File: src/include/dac_port_pkg.sv
// Package with port offsets, field layouts and reset values for the dual DAC port link.
package dac_port_pkg;

  // ************************************************************
  // Link widths
  // ************************************************************
  localparam int unsigned ADDR_W = 3;
  localparam int unsigned DATA_W = 8;
  localparam int unsigned CODE_W = 12;
  localparam int unsigned HIGH_W = 4;

  // ************************************************************
  // Port offsets within the module block
  // ************************************************************
  localparam logic [2:0] OFS_CHAN0_LOW  = 3'h0;
  localparam logic [2:0] OFS_CHAN0_HIGH = 3'h1;
  localparam logic [2:0] OFS_CHAN1_LOW  = 3'h2;
  localparam logic [2:0] OFS_CHAN1_HIGH = 3'h3;
  // Only the low two offset bits select a port; bit 2 must be zero.
  localparam int unsigned OFS_TOP_BIT = 2;

  // ************************************************************
  // Reset values
  // ************************************************************
  localparam logic [11:0] CODE_RESET = 12'h000;
  localparam logic [7:0]  BYTE_RESET = 8'h00;

  // ************************************************************
  // Host register map on Avalon-MM (word addresses)
  // ************************************************************
  localparam int unsigned AV_ADDR_W = 2;
  localparam logic [1:0] AV_CHAN0_CODE = 2'h0;
  localparam logic [1:0] AV_CHAN1_CODE = 2'h1;
  localparam logic [1:0] AV_CONTROL    = 2'h2;
  localparam logic [1:0] AV_STATUS     = 2'h3;
  localparam int unsigned CTRL_GO_BIT   = 0;
  localparam int unsigned STAT_BUSY_BIT = 0;
  localparam logic [31:0] WORD_ZERO = 32'h0000_0000;

endpackage

File: src/include/dac_port_if.sv
// Interface carrying the 8-bit I/O write strobe between host and DAC module.
interface dac_port_if;
  logic       module_chip_select_first_n;
  logic [2:0] module_address_lines;
  logic [7:0] data;
  logic       write_n;

  modport host (
    output module_chip_select_first_n,
    output module_address_lines,
    output data,
    output write_n
  );

  modport device (
    input module_chip_select_first_n,
    input module_address_lines,
    input data,
    input write_n
  );
endinterface

File: src/hw/dac_port_host.sv
// Host end: Avalon-MM registers turned into byte writes on the DAC port link.
//
// The implementer's own choice: the Avalon-MM register port.
module dac_port_host (
  // Clock and reset
  input  wire logic        i_clk,
  input  wire logic        i_nrst,
  // Avalon-MM slave
  input  wire logic [1:0]  i_avs_address,
  input  wire logic        i_avs_read,
  input  wire logic        i_avs_write,
  input  wire logic [31:0] i_avs_writedata,
  output logic [31:0]      o_avs_readdata,
  output logic             o_avs_waitrequest,
  // Link to the device
  dac_port_if.host         link
);

  // ************************************************************
  // Sequencer states
  // ************************************************************
  typedef enum logic [1:0] {IDLE_S, SETUP_S, STROBE_S, RELEASE_S} seq_type;
  seq_type     state_reg;
  logic [1:0]  idx_reg;
  logic [11:0] code0_reg;
  logic [11:0] code1_reg;
  logic        ack_reg;

  // Writes answer after one wait cycle; the go command stalls while busy.
  logic busy;
  logic take;
  assign busy = (state_reg != IDLE_S);
  assign take = (i_avs_read || i_avs_write) && !ack_reg;

  // Bus answer: waitrequest low for exactly one cycle per access.
  always_ff @(posedge i_clk or negedge i_nrst) begin
    if (!i_nrst) begin
      ack_reg        <= 1'b0;
      o_avs_readdata <= dac_port_pkg::WORD_ZERO;
    end else begin
      ack_reg <= take && !(i_avs_write && i_avs_address == dac_port_pkg::AV_CONTROL
                 && busy);
      case (i_avs_address)
        dac_port_pkg::AV_CHAN0_CODE: o_avs_readdata <= {20'h0_0000, code0_reg};
        dac_port_pkg::AV_CHAN1_CODE: o_avs_readdata <= {20'h0_0000, code1_reg};
        dac_port_pkg::AV_STATUS:     o_avs_readdata <= {31'h0000_0000, busy};
        default:                     o_avs_readdata <= dac_port_pkg::WORD_ZERO;
      endcase
    end
  end
  assign o_avs_waitrequest = !ack_reg;

  // Code registers; straight or offset binary is software's concern.
  always_ff @(posedge i_clk or negedge i_nrst) begin
    if (!i_nrst) begin
      code0_reg <= dac_port_pkg::CODE_RESET;
      code1_reg <= dac_port_pkg::CODE_RESET;
    end else if (take && i_avs_write && !busy) begin
      if (i_avs_address == dac_port_pkg::AV_CHAN0_CODE) code0_reg <= i_avs_writedata[11:0];
      if (i_avs_address == dac_port_pkg::AV_CHAN1_CODE) code1_reg <= i_avs_writedata[11:0];
    end
  end

  // ************************************************************
  // Byte write sequencer
  // ************************************************************
  logic [7:0] byte_sel;
  always_comb begin
    case (idx_reg)
      2'd0:    byte_sel = code0_reg[7:0];
      2'd1:    byte_sel = {4'h0, code0_reg[11:8]};
      2'd2:    byte_sel = code1_reg[7:0];
      default: byte_sel = {4'h0, code1_reg[11:8]};
    endcase
  end

  // Four byte writes in offset order, the update byte last, each over three
  // cycles so the device sees a clean falling strobe.
  always_ff @(posedge i_clk or negedge i_nrst) begin
    if (!i_nrst) begin
      state_reg                       <= IDLE_S;
      idx_reg                         <= 2'd0;
      link.module_chip_select_first_n <= 1'b1;
      link.module_address_lines       <= dac_port_pkg::OFS_CHAN0_LOW;
      link.data                       <= dac_port_pkg::BYTE_RESET;
      link.write_n                    <= 1'b1;
    end else begin
      case (state_reg)
        IDLE_S: begin
          if (take && i_avs_write && i_avs_address == dac_port_pkg::AV_CONTROL
              && i_avs_writedata[dac_port_pkg::CTRL_GO_BIT]) begin
            idx_reg   <= 2'd0;
            state_reg <= SETUP_S;
          end
        end
        SETUP_S: begin
          link.module_chip_select_first_n <= 1'b0;
          link.module_address_lines       <= {1'b0, idx_reg};
          link.data                       <= byte_sel;
          state_reg                       <= STROBE_S;
        end
        STROBE_S: begin
          link.write_n <= 1'b0;
          state_reg    <= RELEASE_S;
        end
        RELEASE_S: begin
          link.write_n                    <= 1'b1;
          link.module_chip_select_first_n <= 1'b1;
          idx_reg                         <= idx_reg + 2'd1;
          state_reg <= (idx_reg == dac_port_pkg::OFS_CHAN1_HIGH[1:0]) ? IDLE_S : SETUP_S;
        end
        default: begin
          state_reg <= IDLE_S;
        end
      endcase
    end
  end

endmodule

File: src/flat_wrapper.sv
// flat-port wrapper written by rule: the top's interface ports become plain ports
module dac_port_host_flat 
  (i_clk, i_nrst, i_avs_address, i_avs_read, i_avs_write, i_avs_writedata, o_avs_readdata, o_avs_waitrequest, link_module_chip_select_first_n, link_module_address_lines, link_data, link_write_n);
  dac_port_if link_i ();
  input  wire logic i_clk;
  input  wire logic i_nrst;
  input  wire logic [1:0] i_avs_address;
  input  wire logic i_avs_read;
  input  wire logic i_avs_write;
  input  wire logic [31:0] i_avs_writedata;
  output logic [31:0] o_avs_readdata;
  output logic o_avs_waitrequest;
  output wire logic [$bits(link_i.module_chip_select_first_n)-1:0] link_module_chip_select_first_n;
  output wire logic [$bits(link_i.module_address_lines)-1:0] link_module_address_lines;
  output wire logic [$bits(link_i.data)-1:0] link_data;
  output wire logic [$bits(link_i.write_n)-1:0] link_write_n;
  assign link_module_chip_select_first_n = link_i.module_chip_select_first_n;
  assign link_module_address_lines = link_i.module_address_lines;
  assign link_data = link_i.data;
  assign link_write_n = link_i.write_n;
  dac_port_host u_core (.i_clk(i_clk), .i_nrst(i_nrst), .i_avs_address(i_avs_address), .i_avs_read(i_avs_read), .i_avs_write(i_avs_write), .i_avs_writedata(i_avs_writedata), .o_avs_readdata(o_avs_readdata), .o_avs_waitrequest(o_avs_waitrequest), .link(link_i));
endmodule
File: config.mk
export PLATFORM = sky130hd
export DESIGN_NAME = dac_port_host_flat
export DESIGN_NICKNAME = d
export VERILOG_FILES = /design/src/include/dac_port_pkg.sv /design/src/include/dac_port_if.sv /design/src/hw/dac_port_host.sv /design/src/flat_wrapper.sv
export SDC_FILE = /design/constraint.sdc
export NUM_CORES = 1
export LEC_CHECK = 0
export ABC_AREA = 1
export BUFFER_PORTS_ARGS = -buffer_cell sky130_fd_sc_hd__buf_2
export CELL_PAD_IN_SITES_DETAIL_PLACEMENT = 0
export CELL_PAD_IN_SITES_GLOBAL_PLACEMENT = 1
export CORE_ASPECT_RATIO = 0.8
export CORE_UTILIZATION = 33
export CTS_CLUSTER_DIAMETER = 80
export DETAILED_ROUTE_END_ITERATION = 8
export PLACE_DENSITY_LB_ADDON = 0.1
export SETUP_SLACK_MARGIN = 0.02
export SYNTH_ARGS = -nofsm -noshare
export SYNTH_HDL_FRONTEND = slang
export SYNTH_SLANG_ARGS = --single-unit
File: constraint.sdc
create_clock -name i_clk -period 1.45 [get_ports i_clk]
set_input_delay 0 -clock i_clk [delete_from_list [all_inputs] [get_ports i_clk]]
set_output_delay 0 -clock i_clk [all_outputs]
set_load 0.03 [all_outputs]
# Word-level counts from Yosys, hierarchy flattened
# Index checks and enable logic that the tools add are counted.
dict set report totals {
  register_bits 53
  inputBits 38
  wordCells 52
}
dict set report op_classes {
  addsub 1
  n_eq_ne 10
  mux 9
  reduce_logical 22
}
# operator n
set op_table {}
lappend op_table {{12-bit one-hot mux with 3 select lines} 1}
lappend op_table {{8-bit one-hot mux with 3 select lines} 1}
lappend op_table {{2-bit == test, second input constant} 6}
lappend op_table {{1-bit logical AND} 8}
lappend op_table {{2-bit one-hot mux with 4 select lines} 1}
lappend op_table {{2-bit nonzero test} 4}
lappend op_table {{2-bit by 1-bit == test with 1-bit output, second input constant} 3}
lappend op_table {{2-bit zero test} 3}
lappend op_table {{2-bit AND reduction} 3}
lappend op_table {{2-bit two-way mux} 2}
lappend op_table {{1-bit one-hot mux with 2 select lines} 2}
lappend op_table {{2-bit one-hot mux with 2 select lines} 1}
lappend op_table {{1-bit zero test} 3}
lappend op_table {{2-bit by 1-bit adder with 2-bit output, second input constant} 1}
lappend op_table {{2-bit by 1-bit inequality test with 1-bit output, second input constant} 1}
lappend op_table {{1-bit logical OR} 1}
lappend op_table {{1-bit two-way mux} 1}

# Depth between registers and ports, before layout
dict set report logic_depth {
  word_depth 7
  ltp_mapped 7
  depth_no_buf 6
}

# Worst setup path before layout
# No wires, ideal clock.
dict set report synth_path {
  path_kind {register -> register}
  start {register u_core.state_reg[0]}
  end {register u_core.code0_reg[2]}
  arrival_time_ps 1258
  required_time_ps 1329
  slack_ps 71
  stages_incl_launch_ff 7
  n_path_buf 1
  cell_sequence {dfrtp_1 -> inv_1 -> ha_1 -> nand3_4 -> nor2_4 -> buf_6 -> o21ai_1}
}
dict set report synth_between {
  elab_chain_cells 4
}
# element line
set synth_rtl {}
lappend synth_rtl {{start, declared} dac_port_host.sv:23} ;# seq_type state_reg;
lappend synth_rtl {{start signal, assigned} dac_port_host.sv:110} ;# state_reg <= (idx_reg == dac_port_pkg::OFS_CHAN1_HIGH[1:0]) ? IDLE_S : SETUP_S;
lappend synth_rtl {{2-bit nonzero test} dac_port_host.sv:32} ;# assign busy = (state_reg != IDLE_S);
lappend synth_rtl {{1-bit zero test} dac_port_host.sv:58} ;# end else if (take && i_avs_write && !busy) begin
lappend synth_rtl {{1-bit logical AND} dac_port_host.sv:58}
lappend synth_rtl {{2-bit AND reduction (no source line)} n/a}
lappend synth_rtl {{end signal, assigned} dac_port_host.sv:56} ;# code0_reg <= dac_port_pkg::CODE_RESET;
lappend synth_rtl {{end signal, assigned} dac_port_host.sv:59} ;# if (i_avs_address == dac_port_pkg::AV_CHAN0_CODE) code0_reg <= i_avs_writedata[11:0];
lappend synth_rtl {{end, declared} dac_port_host.sv:25} ;# logic [11:0] code0_reg;
# Every way passes these cells.
# A chain may end at the register's enable or synchronous reset.

# Worst setup path after layout
dict set report layout_path {
  start {register u_core.state_reg[0]}
  end {register u_core.code0_reg[3]}
}
# The elaborated chain is that of the path after synthesis.

==> metrics.log <==
[metrics] Total Routing Usage GR: 16.0%
[metrics] fill cell instance count of the final layout: 760
[metrics] Die H: 80.3 µm
[metrics] cells traversed along the worst timing path: inv_2 -> ha_4 -> nand3_4 -> nor2_4 -> buf_12 -> nand2_1 -> o21ai_1
[metrics] Power per Cell Area: 2000 nW/µm²
[metrics] synthesized instance count: 266
[metrics] clock-pin slew of the registers on the worst-case setup and hold paths: 0.10 ns
[metrics] vias per cell: 4.24
[metrics] Starting Density: 34.2%
[metrics] number of antenna violations at the first check in global routing: 0
[metrics] count of warnings emitted by yosys: 0
[metrics] total power: 6.22 mW
[metrics] antenna diode count: 0
[metrics] Max rail drop VDD: 0.763 mV
[metrics] CTS tree: done
[metrics] sequential-to-total area share from yosys stat: 52.6%
[metrics] number of buffers added on ports: 42
[metrics] Placed Instances: 417
[metrics] average size of a mapped cell: 9.50 µm²
[metrics] number of DRC violations after detailed routing: 0
[metrics] via count of the first global-routing pass: 1,947
[metrics] Crit-path slowest cell: sky130_fd_sc_hd__dfrtp_1
[metrics] Leak: 1.53 nW
[metrics] Ports: 84
[metrics] Fin Hold WS: 0.0110 ns
[metrics] remaining antenna violation count: 0
[metrics] Seq cells post-synth: 53
[metrics] H-tree lvl count: 2
[metrics] clock latency on the worst-skew pair: 0.30 ns
[metrics] time the final worst path needs with I/O delays and setup: 1.31 ns
[metrics] final number of max-transition violations: 0
[metrics] final setup margin: 0.143 ns
[metrics] total iterations of the first detailed-routing run: 4
[metrics] RSZ-0062 raised after global routing: false
[metrics] sort of element at the end of the critical path: register
[metrics] final global-route overflow total: 0
[metrics] CP Max Fanout: 24
[metrics] required time worst endpoint: 1.67 ns
[metrics] number of hold violations in the final report: 0
[metrics] number of post-CTS setup repair buffers: 0
[metrics] average wire per standard cell: 12.8 µm
[metrics] detailed router's first-iteration violation count: 80
[metrics] Cells on Worst Hold Path: 3
[metrics] maximum number of pins on one net before global-route repair: 42
[metrics] startpoint class of the critical path: register
[metrics] die area: 8020 µm²
[metrics] GP Congestion: 0.708
[metrics] total number of nets in the final design: 381
[metrics] sum of routed wire length over all layers: 5.65 mm
[metrics] class of the tightest hold or removal check: in -> reg
[metrics] sequential cell area in the final layout: 1330 µm²
[metrics] routed vias: 1,864
[metrics] Max-cap violations: 0
[metrics] row cnt: 28
[metrics] cell class contributing the biggest share of worst-path delay: flip-flops
[metrics] Critical Path Stages: 7
[metrics] final cell count without fillers: 440
[metrics] Setup WS pre-CTS: 0.0352 ns
[metrics] area of the mapped netlist: 2530 µm²
[metrics] share of cells above drive strength 1: 26.3%
[metrics] Distinct cells, synth: 24
[metrics] multi-input logic area: 902 µm²
[metrics] overall die width: 99.8 µm
[metrics] Setup Crit Path Kind: reg -> reg
[metrics] crit path DAT: 1.53 ns
[metrics] portion of the clock cycle consumed by the worst path in the final layout: 90.1%
[metrics] wire length of the first global-routing pass: 9.72 mm
[metrics] standard cell core area: 7390 µm²
[metrics] Clk Tree Root Cell: sky130_fd_sc_hd__clkbuf_8
[metrics] number of clock sinks seen by CTS: 53
[metrics] Num CTS Buffers: 5
[metrics] status: complete, no violations
[metrics] path depth of the worst reg2reg path: 7
[metrics] Clock Path Buffers: 2
[metrics] setup TNS after final layout: 0 ns
[metrics] longest individual stage delay on the worst path: 0.43 ns
[metrics] Area Growth Syn to Fin: 23.3%
[metrics] hpwl dp: 3.90 mm
[metrics] final number of setup-violating endpoints: 0
[metrics] Worst Clk Skew: 0.0107 ns
[metrics] Buf/Inv on CP: 2
[metrics] fmax: 765 MHz
-- worst paths after layout --
path                                                      start                                 end  slack (ns)
worst max-delay path            u_core.state_reg[0]$_DFFE_PN0P_     u_core.code0_reg[3]$_DFFE_PN0P_        0.14
worst min-delay path                           i_avs_address[0]  u_core.o_avs_readdata[0]$_DFF_PN0_        0.01
worst max register to register  u_core.state_reg[0]$_DFFE_PN0P_     u_core.code0_reg[3]$_DFFE_PN0P_        0.14
worst min register to register  u_core.link.write_n$_DFFE_PN1P_     u_core.link.write_n$_DFFE_PN1P_        0.48
max in group asynchronous                                i_nrst     u_core.code0_reg[3]$_DFFE_PN0P_        0.80
min in group asynchronous                                i_nrst     u_core.code1_reg[8]$_DFFE_PN0P_        0.12
-- synthesized netlist by cell type (all sizes together) --
master / count / area (µm²)
inv: 43 / 161
dfstp: 2 / 52.6
nand3: 12 / 72.6
dfrtp: 51 / 1280
o221ai: 1 / 8.76
ha: 9 / 113
o21bai: 1 / 11.3
o21ai: 37 / 226
buf: 29 / 223
nand2: 47 / 181
o22ai: 15 / 93.8
conb: 1 / 3.75
a21oi: 6 / 30.0
a31oi: 4 / 25.0
nand3b: 1 / 7.51
nor2: 7 / 41.3
-- cell families (layout without fill, tap and decap cells) --
| kind of cell | count (synthesis) | count (layout) | share of synthesized area [%] |
|---|---|---|---|
| other | 1 | 21 | 0.148 |
| adder cells (fa/ha/maj) | 9 | 9 | 4.46 |
| AO/OA/AOI/OAI | 64 | 64 | 15.6 |
| flip-flops | 53 | 53 | 52.6 |
| buffers and inverters | 72 | 121 | 15.2 |
| AND/OR/NAND/NOR | 67 | 67 | 12.0 |
-- area by class of cell --
class | count | share of cell area, %
clock buffers | 6 | 2.65
clock inverters | 2 | 0.442
inverters | 43 | 5.18
multi-input cells | 161 | 29.0
flip-flops and latches | 53 | 42.7
well taps | 105 | 4.22
repair buffers | 70 | 15.9
-- metal layers --
layer	GRT usage (%)	routed length [µm]
met5	0	0
met1	22.3	2900
met3	2.96	274
met4	4.41	25
met2	25.3	2460
-- worst reg2reg max path: cells and delay by family, from the launching register on --
kind,cells,cell delay [ns]
flops,1,0.43
buf+inv,2,0.28
simple gates,3,0.27
fa+ha+maj,1,0.16
compound gates,1,0.08
-- placed cells by master (no fill, tap or decap) --
cell and instances:
sky130_fd_sc_hd__a21oi_1 6, sky130_fd_sc_hd__clkbuf_8 6, sky130_fd_sc_hd__dfrtp_1 51, sky130_fd_sc_hd__o21ai_1 6, sky130_fd_sc_hd__nand2_2 2, sky130_fd_sc_hd__clkinv_4 1, sky130_fd_sc_hd__nand3b_1 1, sky130_fd_sc_hd__inv_2 5
sky130_fd_sc_hd__nand2_1 45, sky130_fd_sc_hd__a31oi_1 4, sky130_fd_sc_hd__conb_1 21, sky130_fd_sc_hd__nor2_1 5, sky130_fd_sc_hd__o21ai_2 11, sky130_fd_sc_hd__nor2_4 2, sky130_fd_sc_hd__buf_2 42, sky130_fd_sc_hd__o21bai_2 1
sky130_fd_sc_hd__o22ai_1 15, sky130_fd_sc_hd__o221ai_1 1, sky130_fd_sc_hd__nand3_4 1, sky130_fd_sc_hd__o21ai_0 20, sky130_fd_sc_hd__inv_1 38, sky130_fd_sc_hd__buf_12 3, sky130_fd_sc_hd__nand3_1 11, sky130_fd_sc_hd__dfstp_2 2
sky130_fd_sc_hd__buf_4 10, sky130_fd_sc_hd__dlygate4sd3_1 15, sky130_fd_sc_hd__ha_1 8, sky130_fd_sc_hd__ha_4 1, sky130_fd_sc_hd__clkinv_2 1
-- where the power goes --
part           switching, mW  internal (mW)  total, mW
registers              0.292           2.15       2.45
logic                   1.88           1.02       2.90
clock network          0.494          0.388      0.882
-- what timing repair did --
item | CTS | global route
hold buffers | 15 | 0
cloned | 0 | 0
resized for setup | 1 | 4
setup endpoints to repair | 1 | 28
hold endpoints to repair | 79 | 0
-- stage by stage --
stage,instance area (µm²),utilization [%]
floorplan,2600,-
global placement,2860,38.6
detailed placement,2860,38.6
CTS,3110,42.0
global route,3120,42.1
finish,3120,42.1
Note: power is estimated with default switching activity, not from simulation.
